===== config.mk =====
export PLATFORM = sky130hd
export DESIGN_NAME = pa_pin_mux
export DESIGN_NICKNAME = d
export VERILOG_FILES = /design/src/pa_pkg.sv /design/src/pa_pin_mux.sv /design/src/pa_rst_seq.sv
export SDC_FILE = /design/constraint.sdc
export NUM_CORES = 1
export LEC_CHECK = 0
export BUFFER_PORTS_ARGS = -buffer_cell sky130_fd_sc_hd__buf_2
export CORE_AREA = 2 2 92 94
export CTS_CLUSTER_DIAMETER = 40
export DETAILED_ROUTE_END_ITERATION = 6
export DIE_AREA = 0 0 94 96
export PLACE_DENSITY = 0.76
export SETUP_SLACK_MARGIN = 0.2
export SLEW_MARGIN = 20
export SYNTH_ARGS = -nofsm -noshare
export SYNTH_HDL_FRONTEND = slang
export SYNTH_HIERARCHICAL = 1
export SYNTH_SLANG_ARGS = --single-unit

===== constraint.sdc =====
create_clock -name clk -period 5.57 [get_ports clk]
set_clock_uncertainty 0.15 [all_clocks]
set_input_delay 0.557 -clock clk [delete_from_list [all_inputs] [get_ports clk]]
set_output_delay 0.557 -clock clk [all_outputs]
set_load 0.02 [all_outputs]

===== src/pa_pkg.sv =====
// Purpose: Shared constants and types for the port A pin function select block.
// Assumes: One 100 MHz clock; register port with read data one cycle later.
// Notes:   Bit index of every pin vector equals the port A bit number.
package pa_pkg;

   localparam int PA_AW     = 4;
   localparam int PA_DW     = 16;
   localparam int PA_NPIN   = 8;
   localparam int PA_NPWM   = 6;
   localparam int PA_NFSEL  = 5;
   localparam int PA_FSEL_W = 2;

   // Register offsets on the register port.
   localparam logic [3:0] PA_OFS_DATA = 4'h0;
   localparam logic [3:0] PA_OFS_DIR  = 4'h1;
   localparam logic [3:0] PA_OFS_FSEL = 4'h2;
   localparam logic [3:0] PA_OFS_RCTL = 4'h3;
   localparam logic [3:0] PA_OFS_PIN  = 4'h4;

   // Field positions in the reset pad control register.
   localparam int PA_RCTL_GPIO_BIT  = 0;
   localparam int PA_RCTL_SWRST_BIT = 1;
   localparam int PA_RCTL_STAT_BIT  = 2;

   // Pins handled here and the functions each one can take.
   localparam logic [7:0] PA_PIN_MASK = 8'h9F;
   localparam logic [7:0] PA_PWM_MASK = 8'h1F;
   localparam logic [7:0] PA_TMR_MASK = 8'h10;
   localparam logic [7:0] PA_FLT_MASK = 8'h10;
   localparam int         PA_RST_PIN  = 7;
   localparam int         PA_TMR_DEF  = 4;

   // Values after reset.
   localparam logic [7:0] PA_DATA_RST  = 8'h00;
   localparam logic [7:0] PA_DIR_RST   = 8'h00;
   localparam logic [9:0] PA_FSEL_RST  = 10'h000;
   localparam logic       PA_RGPIO_RST = 1'b0;

   // Internal clocks that the chip reset stays low after the last request.
   localparam int PA_RST_HOLD_CYC = 16;

   typedef enum logic [1:0] {PA_FN_GPIO, PA_FN_PWM, PA_FN_TIMER, PA_FN_FAULT} pa_fn_e;

   typedef struct packed {
      logic [7:0] out;
      logic [7:0] oe;
   } pa_pad_s;

   typedef struct packed {
      logic [3:0]  addr;
      logic [15:0] wdata;
      logic        wr;
      logic        rd;
   } pa_bus_s;

endpackage : pa_pkg


===== src/pa_pin_mux.sv =====
// Purpose: Function select for the reset pad and port A bits zero to four.
// Assumes: Pad inputs are synchronous to clk; pads resolve their own wires.
// Notes:   Pad outputs are registered, so a select change shows one cycle later.
// Operation
// - Every reset returns each pin to GPIO and the reset pad to its reset role.
// - A low reset pad in reset mode resets the chip and holds it there.
// - The chip reset is released on a clock edge a fixed count after release.
// - The reset pad comes out of reset in its reset input role.
// - The reset pad as GPIO is only an input or an open drain output.
// - The reset pad as GPIO never resets the chip.
// - Power on, watchdog and software requests still reset the chip.
// - Each GPIO pin has its own direction bit.
// - A pin given to the PWM unit drives its PWM channel as an output.
// - A pin given to the fault input is an input that flags a fault to the PWM.
// - Pin functions come from the select controls of this integration block.
// - The timer channel goes to port A bit four, the only timer capable pin.
`timescale 1ns/10ps
module pa_pin_mux
   import pa_pkg::*;
#(
   parameter int HOLD_CYCLES = PA_RST_HOLD_CYC
)(
   input  wire logic                 clk,
   input  wire logic                 nrst,
   input  wire pa_bus_s              bus_i,
   output logic [PA_DW-1:0]          rdata,
   input  wire logic [PA_NPIN-1:0]   pad_in,
   output pa_pad_s                   pad_o,
   input  wire logic [PA_NPWM-1:0]   pwm_out,
   input  wire logic                 timer_out,
   input  wire logic                 timer_oe,
   output logic                      timer_in,
   output logic                      pwm_fault_in_one,
   output logic [PA_NPIN-1:0]        gpio_in,
   input  wire logic                 por_req,
   input  wire logic                 watchdog_reset,
   output logic                      chip_rst_n
);

   generate
      if (HOLD_CYCLES < 2)
      begin : g_bad
         $error("HOLD_CYCLES must be at least two");
      end
   endgenerate

   logic [7:0] data_reg;
   logic [7:0] dir_reg;
   logic [9:0] fsel_reg;
   logic       rst_gpio_reg;
   logic       sw_rst_reg;
   logic       rst_req;
   pa_pad_s    pad_next;
   logic       timer_next;
   logic       fault_next;
   logic [PA_DW-1:0] rdata_next;

   // Resolves the function of a pin; codes a pin cannot serve fall back to GPIO.
   function automatic pa_fn_e fn_of(input int pin, input logic [9:0] fsel);
      pa_fn_e f;
      f = PA_FN_GPIO;
      if (pin < PA_NFSEL)
      begin
         f = pa_fn_e'(fsel[pin*PA_FSEL_W +: PA_FSEL_W]);
         if ((f == PA_FN_PWM && !PA_PWM_MASK[pin]) ||
             (f == PA_FN_TIMER && !PA_TMR_MASK[pin]) ||
             (f == PA_FN_FAULT && !PA_FLT_MASK[pin]))
            f = PA_FN_GPIO;
      end
      return f;
   endfunction : fn_of

   function automatic logic wr_hit(input pa_bus_s b, input logic [3:0] ofs);
      return b.wr && (b.addr == ofs);
   endfunction : wr_hit

   // External reset path is gated off while the reset pad serves as GPIO.
   always_comb
   begin
      rst_req = por_req || watchdog_reset || sw_rst_reg;
      if (!rst_gpio_reg && !pad_in[PA_RST_PIN])
         rst_req = 1'b1;
   end

   pa_rst_seq #(
      .HOLD_CYCLES (HOLD_CYCLES)
   ) u_rst_seq (
      .clk     (clk),
      .nrst    (nrst),
      .req     (rst_req),
      .rst_n_o (chip_rst_n)
   );

   // Select and pad role controls; any chip reset puts them back to defaults.
   always_ff @(posedge clk or negedge nrst)
   begin
      if (!nrst)
      begin
         fsel_reg     <= PA_FSEL_RST;
         rst_gpio_reg <= PA_RGPIO_RST;
      end
      else if (!chip_rst_n)
      begin
         fsel_reg     <= PA_FSEL_RST;
         rst_gpio_reg <= PA_RGPIO_RST;
      end
      else
      begin
         if (wr_hit(bus_i, PA_OFS_FSEL))
            fsel_reg <= bus_i.wdata[9:0];
         if (wr_hit(bus_i, PA_OFS_RCTL))
            rst_gpio_reg <= bus_i.wdata[PA_RCTL_GPIO_BIT];
      end
   end

   // GPIO data and direction.
   always_ff @(posedge clk or negedge nrst)
   begin
      if (!nrst)
      begin
         data_reg <= PA_DATA_RST;
         dir_reg  <= PA_DIR_RST;
      end
      else if (!chip_rst_n)
      begin
         data_reg <= PA_DATA_RST;
         dir_reg  <= PA_DIR_RST;
      end
      else
      begin
         if (wr_hit(bus_i, PA_OFS_DATA))
            data_reg <= bus_i.wdata[7:0] & PA_PIN_MASK;
         if (wr_hit(bus_i, PA_OFS_DIR))
            dir_reg <= bus_i.wdata[7:0] & PA_PIN_MASK;
      end
   end

   // Software reset is a single cycle request; the sequencer stretches it.
   always_ff @(posedge clk or negedge nrst)
   begin
      if (!nrst)
         sw_rst_reg <= 1'b0;
      else
         sw_rst_reg <= chip_rst_n && wr_hit(bus_i, PA_OFS_RCTL) &&
                       bus_i.wdata[PA_RCTL_SWRST_BIT];
   end

   // Pad drive selection.
   always_comb
   begin
      pad_next = '0;
      for (int i = 0; i < PA_NPIN; i++)
      begin
         if (PA_PIN_MASK[i])
         begin
            unique case (fn_of(i, fsel_reg))
               PA_FN_GPIO:
               begin
                  pad_next.out[i] = data_reg[i];
                  pad_next.oe[i]  = dir_reg[i];
               end
               PA_FN_PWM:
               begin
                  pad_next.out[i] = pwm_out[i];
                  pad_next.oe[i]  = 1'b1;
               end
               PA_FN_TIMER:
               begin
                  pad_next.out[i] = timer_out;
                  pad_next.oe[i]  = timer_oe;
               end
               PA_FN_FAULT:
               begin
                  pad_next.out[i] = 1'b0;
                  pad_next.oe[i]  = 1'b0;
               end
            endcase
         end
      end
      // The reset pad can only pull low, so a board reset line is never fought.
      pad_next.out[PA_RST_PIN] = 1'b0;
      pad_next.oe[PA_RST_PIN]  = rst_gpio_reg && dir_reg[PA_RST_PIN] &&
                                 !data_reg[PA_RST_PIN];
   end

   // Input routing to the timer channel and the PWM fault logic.
   always_comb
   begin
      timer_next = pad_in[PA_TMR_DEF];
      fault_next = 1'b0;
      for (int i = 0; i < PA_NFSEL; i++)
      begin
         if (fn_of(i, fsel_reg) == PA_FN_TIMER)
            timer_next = pad_in[i];
         if (fn_of(i, fsel_reg) == PA_FN_FAULT && pad_in[i])
            fault_next = 1'b1;
      end
   end

   always_ff @(posedge clk or negedge nrst)
   begin
      if (!nrst)
      begin
         pad_o            <= '0;
         timer_in         <= 1'b0;
         pwm_fault_in_one <= 1'b0;
         gpio_in          <= 8'h00;
      end
      else
      begin
         pad_o            <= pad_next;
         timer_in         <= timer_next;
         pwm_fault_in_one <= fault_next;
         gpio_in          <= pad_in & PA_PIN_MASK;
      end
   end

   // Register reads; unmapped offsets read as zero.
   always_comb
   begin
      rdata_next = '0;
      unique case (bus_i.addr)
         PA_OFS_DATA: rdata_next[7:0] = data_reg;
         PA_OFS_DIR:  rdata_next[7:0] = dir_reg;
         PA_OFS_FSEL: rdata_next[9:0] = fsel_reg;
         PA_OFS_RCTL:
         begin
            rdata_next[PA_RCTL_GPIO_BIT] = rst_gpio_reg;
            rdata_next[PA_RCTL_STAT_BIT] = rst_gpio_reg || pad_in[PA_RST_PIN];
         end
         PA_OFS_PIN:  rdata_next[7:0] = pad_in & PA_PIN_MASK;
         default:     rdata_next = '0;
      endcase
   end

   always_ff @(posedge clk or negedge nrst)
   begin
      if (!nrst)
         rdata <= '0;
      else if (bus_i.rd)
         rdata <= rdata_next;
      else
         rdata <= '0;
   end
endmodule : pa_pin_mux


===== src/pa_rst_seq.sv =====
// Purpose: Chip reset sequencer; stretches any reset request to a fixed count.
// Assumes: Requests are synchronous to clk.
// Notes:   Release happens on a clk edge, so the chip leaves reset cleanly.
`timescale 1ns/10ps
module pa_rst_seq
   import pa_pkg::*;
#(
   parameter int HOLD_CYCLES = PA_RST_HOLD_CYC
)(
   input  wire logic clk,
   input  wire logic nrst,
   input  wire logic req,
   output logic      rst_n_o
);

   generate
      if (HOLD_CYCLES < 2 || HOLD_CYCLES > 65535)
      begin : g_bad
         $error("HOLD_CYCLES out of range");
      end
   endgenerate

   logic [15:0] cnt_reg;
   logic [15:0] quiet_reg;

   always_ff @(posedge clk or negedge nrst)
   begin
      if (!nrst)
      begin
         rst_n_o <= 1'b0;
         cnt_reg <= 16'h0000;
      end
      else if (req)
      begin
         rst_n_o <= 1'b0;
         cnt_reg <= 16'h0000;
      end
      else if (!rst_n_o)
      begin
         if (cnt_reg == 16'(HOLD_CYCLES - 1))
            rst_n_o <= 1'b1;
         else
            cnt_reg <= cnt_reg + 16'h0001;
      end
   end

   // Quiet cycle counter read only by the checks below.
   always_ff @(posedge clk or negedge nrst)
   begin
      if (!nrst)
         quiet_reg <= 16'h0000;
      else if (req)
         quiet_reg <= 16'h0000;
      else if (quiet_reg != 16'hFFFF)
         quiet_reg <= quiet_reg + 16'h0001;
   end
endmodule : pa_rst_seq

==> Word-level counts from Yosys, hierarchy flattened <==
Index checks and enable logic that the tools add are counted.
{ "classes": {"n_addsub": 1, "reduce_logical": 31, "mux": 45, "eq_ne": 34} }
{ "op_table": {"columns": ["operator", "count"], "rows": [
  ["two-way mux 16 bit", 3],
  ["case mux 1 bit (4 select lines)", 11],
  ["equality test 2 bit (second input constant)", 18],
  ["two-way mux 8 bit", 4],
  ["two-way mux 10 bit", 3],
  ["case mux 5 bit (4 select lines)", 1],
  ["adder 16 x 1 -> 16 bit (second input constant)", 1],
  ["equality test 16 x 4 -> 1 bit (second input constant)", 1],
  ["two-way mux 1 bit", 16],
  ["logical AND 1 bit", 14],
  ["inequality test 2 bit (second input constant)", 6],
  ["equality test 2 x 1 -> 1 bit (second input constant)", 5],
  ["zero test 2 bit", 5],
  ["two-way mux 2 bit", 5],
  ["case mux 1 bit (5 select lines)", 2],
  ["equality test 4 x 2 -> 1 bit (second input constant)", 2],
  ["logical OR 1 bit", 7],
  ["equality test 4 x 1 -> 1 bit (second input constant)", 1],
  ["equality test 4 x 3 -> 1 bit (second input constant)", 1],
  ["zero test 4 bit", 1],
  ["zero test 1 bit", 3],
  ["AND reduction 2 bit", 1]
]} }
{ "totals": {"out_inout_bits": 43, "elab_cells": 124, "regBits": 80, "input_bits": 42} }

==> Longest topological paths before layout <==
Gate-level depths: netlist of run 1.
{ "logic_depth": {"depth_word": 10, "depth_mapped": 5, "depth_no_buf": 5} }

==> Hierarchy <==
The synthesis of run 1 kept the hierarchy.
{ "by_module_without_submodules": {"columns": ["module", "area_per_inst_um2", "instances", "cells_each", "seq_area_each_um2"], "rows": [
  ["pa_pin_mux", 2537.4, 1, 237, 1326.3],
  ["pa_rst_seq", 958.4, 1, 93, 425.4]
]} }

==> Least setup slack after synthesis of run 1 <==
Ideal clock, no wire load.
{ "synth_path": {"kind": "input-to-reg", "startpoint": "input watchdog_reset", "endpoint": "register u_rst_seq.rst_n_o", "setup_ns": 0.074, "slack_ns": 3.730, "t_required_ns": 5.346, "path_stages": 4, "n_path_buf": 2, "t_arrival_ns": 1.616, "path_cell_list": "or4_1 clkbuf_1 buf_1 nor2_1"} }
{ "synth_via": {"elab_chain_len": 4} }
{ "synth_rtl": {"columns": ["element", "line", "text"], "rows": [
  ["start: declaration", "pa_pin_mux.sv:36", "input wire logic watchdog_reset,"],
  ["logical OR 1 bit (2 in a row)", "pa_pin_mux.sv:80", "rst_req = por_req || watchdog_reset || sw_rst_reg;"],
  ["two-way mux 1 bit", "pa_pin_mux.sv:81", "if (!rst_gpio_reg && !pad_in[PA_RST_PIN])"],
  ["two-way mux 1 bit", "pa_rst_seq.sv:33", "else if (req)"],
  ["end signal: assignment", "pa_rst_seq.sv:30", "rst_n_o <= 1'b0;"],
  ["end signal: assignment", "pa_rst_seq.sv:35", "rst_n_o <= 1'b0;"],
  ["end signal: assignment", "pa_rst_seq.sv:41", "rst_n_o <= 1'b1;"],
  ["end: declaration", "pa_rst_seq.sv:13", "output logic rst_n_o"]
]} }
Every way passes these cells.
A chain may end at the register's enable or synchronous reset.

==> Worst setup path in the final report of run 1 <==
{ "layout_path": {"startpoint": "register u_rst_seq.rst_n_o", "endpoint": "output chip_rst_n"} }
{ "layout_rtl": {"columns": ["element", "line", "text"], "rows": [
  ["end: declaration", "pa_pin_mux.sv:37", "output logic chip_rst_n"]
]} }
No word-level cell between the ends.

==> results.toml, run 1 <==
[clock_tree]
cts_tree = "built"
cts_num_sinks = 70
cts_inserted_buffers = 9
post_cts_resized = 0
clk_pin_slew_ns = 0.08
ctsLongestPathBuffers = 2
post_cts_buffers = 0
insertion_delay_ns = 0.34
cts_hold_buf = 0
cts_root_buf = "clkbuf_8"
cts_htree_levels = 3

[setup_path]
cp.required_ns = 4.86
crit_family = "flip-flops"
crit_buf_inv = 1
crit_chain = "buf_2"
critical_path_class = "reg -> out"
crit_fanout = 32
cp.arrival_ns = 1.62
cp_slowest_stage_delay_ns = 0.98
worst_path_max_delay_cell = "dfrtp_1"
startpoint_type = "flop"
crit_path_end_kind = "output port"

[grt]
antenna_found_initial = 0
use_met2_pct = 28.0
grtUsageTotal_pct = 18.3
grt_pass1_wl_um = 12700
grtUsageMet1_pct = 24.8
grt_max_degree = 71
met3_usage_pct = 4.15
grt_pass1_vias = 2567
gr-total-overflow = 0
top_usage_layer = "met2"

[detailed_routing]
final_antenna_net_count = 0
drt-total-wl_um = 7480
vias_per_cell = 5.34
wl_per_cell_um = 15.1
vias = 2641
drcViolationCount = 0
dr.pass1.iters = 4
drt_iter0_drc = 187

[yosys]
yosysTopAreaCellShare_pct = 50.1
ys_top_cells_by_area = "dfrtp_1 (50%), a21boi_1 (4.9%), nand3_1 (3.9%)"
yosys_warnings = 6
syn_avg_cell_area_um2 = 10.6
yosysSeqAreaShare_pct = 50.1
synth_edf_count = 0
async_reset_ff_share_pct = 100
synth-main-ff-cell = "dfrtp_1"
synthDistinctLibCells = 58
syn_area_um2 = 3500
synth_seq_cells = 70
syn_inst = 330
yosysTopAreaCell = "dfrtp_1"

[sta]
timing.fmax_ghz = 0.429
rsz0062_at_grt = "no"
setup-violations-final = 0
finalHoldViolations = 0
drv_slew = 0
slew_headroom_pct = 36.0
min_period_ns = 2.33
worst_pin_slew_ns = 0.961
fin_tns_setup_ns = 0
fin_crit_sh_pct = 41.8

[placement]
io_buffers = 62
dp_hpwl_um = 5090
dpl.cell_count = 479
routabilityCongestion = 0.800

[power_and_ir_drop]
pwr_density_cell_nw_per_um2 = 263
total_power_mw = 1.05
p_leak_nw = 1.80
peakVddDrop_mv = 0.0902

[cells_and_area]
synthToLayoutAreaGrowth_pct = 14.1
fillers = 754
n_antenna_cell = 0
instances_no_fill = 495
nets = 428
largest_register_ffs = 16
drive_above_1_share_pct = 25.1
final_util_pct = 49.5

[job]
maxCapViolations = 0

[run_status]
outcome = "complete, no violations"

[die]
die_h_um = 96
ios = 85
die_area_um2 = 9020
rows = 33
die_w_um = 94
initial_core_util_pct = 43.4
core-area_um2 = 8050

[min_path]
holdCritPathClass = "in -> reg"
-- logic make-up after synthesis --
logic type	after synthesis	synth area share, %
buffers and inverters	38	7.48
multiplexers	16	4.90
AO/OA/AOI/OAI	73	14.2
AND/OR/NAND/NOR	123	20.9
XOR/XNOR	8	2.00
adder cells (fa/ha/maj)	1	0.358
flip-flops	70	50.1
other	1	0.107
-- cell usage after synthesis (all sizes together), types with 2 or more instances --
library cell and instances:
mux2i 7, or2 7, and3 3, clkbuf 4, nor3b 2, a21o 2, or3 2, nor2 30
inv 7, a21oi 10, nand4 7, dfrtp 70, nor3 4, nand3 27, nor4 8, buf 26
nand2 8, nor2b 8, o21ai 25, nand2b 4, nand4b 2, a21boi 23, nand3b 7, xnor2 8
o21a 3, mux2 9
-- worst paths after layout --
path	slack [ns]	startpoint	cells after the start	endpoint
worst min-delay path	0.18	pad_in[2]	1	gpio_in[2]
worst max register to register	3.54	u_rst_seq/rst_n_o	4	u_rst_seq/cnt_reg[10]
min in group asynchronous	0.25	nrst	2	rdata[8]
worst min register to register	0.31	data_reg[7]	1	pad_o[7]
max in group asynchronous	4.46	nrst	2	u_rst_seq/cnt_reg[13]
worst max-delay path	3.24	u_rst_seq/rst_n_o	1	chip_rst_n
-- cell usage in the layout (no fill, tap or decap), types with 4 or more instances in the layout --
master	netlist	final
a21boi_1	23	23
a21oi_1	10	10
buf_2	4	62
clkbuf_8	0	11
conb_1	1	13
dfrtp_1	70	70
inv_1	7	7
mux2_1	7	7
mux2i_1	7	7
nand2_1	8	8
nand2b_1	4	4
nand3_1	27	27
nand3b_1	7	7
nand4_1	6	6
nor2_1	29	29
nor2b_1	8	8
nor4_1	5	5
o21ai_1	23	23
xnor2_1	8	8
-- layer usage --
layer | routed length, um | vias to the layer above
met1 | 3380 | 1284
met5 | 0 | -
met2 | 3470 | 89
met3 | 461 | 16
li1 | - | 1252
met4 | 159 | 0
-- layout make-up --
type,instances,area (um^2),area share (%)
Clock buffer,11,151,3.80
Clock inverter,5,81.3,2.04
Inverter,7,26.3,0.659
Multi-Input combinational cell,234,1530,38.3
Sequential cell,70,1750,43.9
Tap cell,105,131,3.29
Timing Repair Buffer,63,318,7.97
-- power breakdown --
group / internal, mW / leakage (nW) / total (mW) / switching [mW]
Clock: 0.276 / 0.116 / 0.465 / 0.188
Combinational: 0.0201 / 0.728 / 0.0729 / 0.0527
Sequential: 0.511 / 0.961 / 0.513 / 0.00119
-- stage by stage --
step	area [um^2]	setup slack (ns)	hold slack, ns
CTS	3990	3.24	0.162
detailed placement	3750	3.22	0.301
global placement	3750	3.24	0.293
floorplan	3540	3.73	0.111
finish	3990	3.24	0.177
global route	3990	3.15	0.172
No activity file was read; power rests on OpenSTA's default activity.
==> run 2, diff against run 1 <==
- PLACE_DENSITY: 0.76 -> 0.79
- clock period: 5.57 -> 2.1 ns (I/O delays scaled with it)
==> run 2 against run 1 <==
  * Clock-buffer cell count did not move
  * Critical path depth rose by 4
  * Combinational power increased to 3.3 times the previous value
  * Utilization increased by 4.3 points
  * Total power grew to 2.8 times the previous value
  * Largest power group unchanged
  * Sequential power increased to 2.7 times the previous value
  * First-iteration DRC count increased by 36%
  * Sequential share of layout area decreased by 3.5 points
  * Register-to-register slack lost 3.3 ns
  * Clock power rose to 2.8 times the previous value
  * Highest routed layer unchanged
  * Non-clock buffer count grew 33
  * Wire length rose by 9.2%
==> results.toml, run 2 (synthesized netlist as in run 1, its figures left out) <==
[die]
core-area_um2 = 8050
die_h_um = 96
initial_core_util_pct = 43.4
rows = 33
die_area_um2 = 9020
die_w_um = 94
ios = 85

[detailed_routing]
wl_per_cell_um = 15.5
drt-total-wl_um = 8160
drt_iter0_drc = 255
final_antenna_net_count = 0
vias_per_cell = 5.33
vias = 2813
drcViolationCount = 0
dr.pass1.iters = 5

[sta]
setup-violations-final = 0
worst_pin_slew_ns = 0.505
fin_crit_sh_pct = 88.6
fin_tns_setup_ns = 0
rsz0062_at_grt = "yes"
drv_slew = 0
timing.fmax_ghz = 0.537
min_period_ns = 1.86
worst_slack_ns = 0.239
slew_headroom_pct = 66.3
finalHoldViolations = 0

[clock_tree]
cts_root_buf = "clkbuf_8"
cts_htree_levels = 3
cts_inserted_buffers = 9
ctsLongestPathBuffers = 2
cts_num_sinks = 70
insertion_delay_ns = 0.35
clk_pin_slew_ns = 0.07
cts_tree = "built"

[cells_and_area]
largest_register_ffs = 16
final_common_cell = "dfrtp_1"
most-common-layout-cells = "dfrtp_1 (70), buf_2 (62), nor2_1 (29), nand3_1 (27), dlygate4sd3_1 (24)"
instances_no_fill = 528
n_antenna_cell = 0
nets = 461
synthToLayoutAreaGrowth_pct = 24.0
drive_above_1_share_pct = 25.3
fillers = 693

[grt]
grt_pass1_vias = 2824
grt_max_degree = 71
grt_pass1_wl_um = 13400
grtUsageTotal_pct = 19.2
gr-total-overflow = 0
antenna_found_initial = 0

[min_path]
holdCritPathClass = "in -> reg"

[placement]
dp_hpwl_um = 5260
dpl.cell_count = 484
place_ws_ns = 0.155
routabilityCongestion = 0.875
io_buffers = 62

[power_and_ir_drop]
pwr_density_cell_nw_per_um2 = 668
total_power_mw = 2.89
p_leak_nw = 1.98
peakVddDrop_mv = 0.225

[setup_path]
crit_path_end_kind = "flop"
startpoint_type = "flop"
cp.arrival_ns = 1.94
crit_fanout = 4
cp.required_ns = 2.18
critical_path_class = "reg -> reg"

[run_status]
outcome = "complete, no violations"

[job]
maxCapViolations = 0
-- run 2: changes by cell type in the layout (fill, tap and decap cells not counted), moves of 2 or more --
cell and change:
dlygate4sd3_1 +24, buf_4 +8, clkbuf_1 +2, clkbuf_8 -2
-- run 2: where the power goes --
group / switching [mW] / internal (mW) / leakage [nW]
Clock: 0.502 / 0.794 / 0.118
Combinational: 0.148 / 0.0905 / 0.904
Sequential: 0.00247 / 1.36 / 0.961
-- run 2: critical path, stage by stage (launching register included) --
cell	delay, ns
dfrtp_1	0.41
ha_1	0.23
and3_2	0.25
a41oi_4	0.23
nand4_1	0.14
mux2_1	0.33
-- run 2: layer usage --
metal,up-vias,track usage [%],share of wire [%]
met3,21,3.99,6.2
met1,1361,24.4,40
li1,1314,-,-
met2,117,31.8,51
met5,-,0,0
met4,0,8.33,2.8
-- run 2: per-stage QoR --
step           util, %  area, um^2  hold slack [ns]
6_report          53.8        4330           0.0568
5_1_grt           53.8        4330           0.0591
4_1_cts           53.3        4290           0.0401
3_5_place_dp      47.3        3800            0.109
3_3_place_gp      47.3        3800            0.107
2_1_floorplan        -        3540           -0.236
-- run 2: final timing paths --
path,startpoint,to,slack [ns],cells after the start
min in group asynchronous,nrst,rdata[8],0.24,3
hold / removal,bus_i[0],rdata[0],0.06,3
setup / recovery,u_rst_seq/cnt_reg[0],u_rst_seq/cnt_reg[3],0.24,5
max in group asynchronous,nrst,fsel_reg[1],1.23,3
setup reg to reg,u_rst_seq/cnt_reg[0],u_rst_seq/cnt_reg[3],0.24,5
hold reg to reg,data_reg[7],pad_o[7],0.31,1
-- run 2: area by class of cell --
cell class	instances	area, um^2	area share (%)
clock buffer	11	131	3.03
multi-input combinational	234	1550	35.7
sequential	70	1750	40.4
timing repair buffer	96	638	14.7
tap	105	131	3.03
clock inverter	5	108	2.48
inverter	7	26.3	0.606
-- run 2: repair_timing --
item,4_1_cts,5_1_grt
endpoints found under the hold margin,103,0
endpoints found under the setup margin,2,5
gates resized for setup,0,4
pin swaps,1,2
buffers inserted,1,3
hold buffers,24,0
==> run 3, diff against run 2 <==
- clock period: 2.1 -> 1.6 ns (I/O delays scaled with it)
==> run 3 against run 2 <==
  * Sequential share of layout area fell by 3.9 points
  * Maximum frequency rose by 9.4%
  * Largest cell class unchanged
  * Critical path type unchanged
  * Utilization rose by 6.0 points
  * Critical endpoint unchanged
  * Clock-buffer cell count fell by 2
  * Via count rose by 9.0%
  * The run now ends with negative setup slack left
  * Sequential power rose by 31%
==> results.toml, run 3 (synthesized netlist as in run 1, its figures left out) <==
[detailed_routing]
vias = 3067
drt-total-wl_um = 9140
drt_iter0_drc = 363
vias_per_cell = 5.45
wl_per_cell_um = 16.2
drcViolationCount = 0
final_antenna_net_count = 0
dr.pass1.iters = 5

[cells_and_area]
final_util_pct = 59.9
most-common-layout-cells = "dfrtp_1 (64), buf_2 (61), buf_4 (34), nor2_1 (28), nand3_1 (26)"
synthToLayoutAreaGrowth_pct = 37.9
nets = 496
fillers = 636
largest_register_ffs = 16
final_common_cell = "dfrtp_1"
instances_no_fill = 563
n_antenna_cell = 0
drive_above_1_share_pct = 37.6

[grt]
grt_max_degree = 71
antenna_found_initial = 0
grtUsageTotal_pct = 19.8
gr-total-overflow = 0
grt_pass1_vias = 2748
grt_pass1_wl_um = 13700

[sta]
min_period_ns = 1.70
worst_slack_ns = -0.102
drv_slew = 0
timing.fmax_ghz = 0.588
rsz0062_at_grt = "yes"
finalHoldViolations = 0
setup-violations-final = 8
fin_crit_sh_pct = 106

[setup_path]
regToRegSetupSlack_ns = -0.10
r2r-start = "u_rst_seq/cnt_reg[14]"
crit_fanout = 3
reg2reg_to = "u_rst_seq/cnt_reg[3]"
startpoint_type = "flop"
cp.arrival_ns = 1.78
r2r_cells = 4
crit_path_end_kind = "flop"
critical_path_class = "reg -> reg"
cp_slowest_stage_delay_ns = 0.41
crit_chain = "nor4_4, a41oi_4, nand4_1, mux2_4"
worst_path_max_delay_cell = "dfrtp_1"
cp.required_ns = 1.68

[placement]
dpl.cell_count = 510
routabilityCongestion = 0.903
dp_hpwl_um = 5500
io_buffers = 62

[clock_tree]
ctsLongestPathBuffers = 2
cts_inserted_buffers = 9
cts_root_buf = "clkbuf_8"
insertion_delay_ns = 0.35
cts_tree = "built"
cts_num_sinks = 70
clk_pin_slew_ns = 0.08
cts_htree_levels = 3

[run_status]
violations = "negative setup slack"
outcome = "finished, violations left"

[die]
die_h_um = 96
initial_core_util_pct = 43.4
ios = 85
die_area_um2 = 9020
die_w_um = 94
core-area_um2 = 8050
rows = 33

[power_and_ir_drop]
pwr_density_cell_nw_per_um2 = 770
p_leak_nw = 2.26
peakVddDrop_mv = 0.550

[job]
maxCapViolations = 0

[min_path]
holdCritPathClass = "in -> reg"
hp-start = "bus_i[19]"
hold-path-endpoint = "rst_gpio_reg"
min_path_cells = 3
[run 3: cell types whose count changed in the layout (fill, tap and decap cells not counted), moves of 2 or more]
cell	before	now
buf_4	9	34
buf_6	0	8
dfrtp_1	70	64
dfrtp_2	0	6
nor4_1	5	0
nor4_4	3	8
mux2_1	7	4
mux2_4	0	3
a21oi_1	10	8
a21oi_2	0	2
and3_4	0	2
clkbuf_1	2	0
nand2_1	8	6
[run 3: layout make-up]
type                    count  area, um^2  area share (%)
clock buffers               9         124            2.57
flip-flops and latches     70        1760            36.5
inverters                   7        26.3           0.545
clock inverters             7        98.8            2.05
repair buffers            130         941            19.5
well taps                 105         131            2.73
multi-input cells         235        1740            36.1
[run 3: worst max-delay path, delay by kind of cell, from the launching register on]
| family | cells | cell delay (ns) |
|---|---|---|
| DFF | 1 | 0.41 |
| AOI/OAI and AO/OA | 1 | 0.17 |
| muxes | 1 | 0.31 |
| and+or+nand+nor | 2 | 0.54 |
[run 3: per-layer routing]
| layer | share of wire (%) | global-route usage, % |
|---|---|---|
| met4 | 2.0 | 9.30 |
| met5 | 0 | 0 |
| met1 | 43 | 27.5 |
| met3 | 6.6 | 3.29 |
| met2 | 49 | 30.5 |
[run 3: worst max path at each step]
stage / start / endpoint / slack [ns] / cells after the start
4_1_cts: u_rst_seq/cnt_reg[14] / u_rst_seq/cnt_reg[7] / -0.07 / 4
2_1_floorplan: u_rst_seq/cnt_reg[0] / u_rst_seq/cnt_reg[3] / -0.08 / 5
3_5_place_dp: u_rst_seq/cnt_reg[0] / u_rst_seq/cnt_reg[10] / -0.05 / 5
3_3_place_gp: u_rst_seq/cnt_reg[14] / u_rst_seq/cnt_reg[3] / -0.02 / 4
5_1_grt: u_rst_seq/cnt_reg[14] / u_rst_seq/cnt_reg[4] / -0.14 / 5
6_report: u_rst_seq/cnt_reg[14] / u_rst_seq/cnt_reg[3] / -0.10 / 4
[run 3: timing repair]
| action | CTS | global route |
|---|---|---|
| gates resized for setup | 22 | 17 |
| cloned | 0 | 1 |
| buffers inserted | 7 | 4 |
| pin swaps | 10 | 18 |
| hold buffers | 25 | 0 |
| endpoints found under the hold margin | 112 | 0 |
| setup endpoints to repair | 18 | 18 |
[run 3: report_power, final]
part           switching, mW  internal [mW]
clock network          0.714          0.882
logic                  0.202          0.132
registers            0.00280           1.78
total                  0.919           2.79
[run 3: metrics by stage]
step | hold slack (ns) | setup TNS, ns | cell area, um^2 | setup WS (ns) | power, mW
floorplan | -0.286 | -0.219 | 3620 | -0.0800 | 2.00
global placement | 0.0531 | -0.0437 | 4060 | -0.0220 | 2.08
detailed placement | 0.0612 | -0.203 | 4060 | -0.0507 | 2.09
CTS | 0.0119 | -0.253 | 4690 | -0.0657 | 3.71
global route | 0.0381 | -1.05 | 4820 | -0.144 | 3.83
finish | 0.0315 | -0.402 | 4820 | -0.102 | 3.71
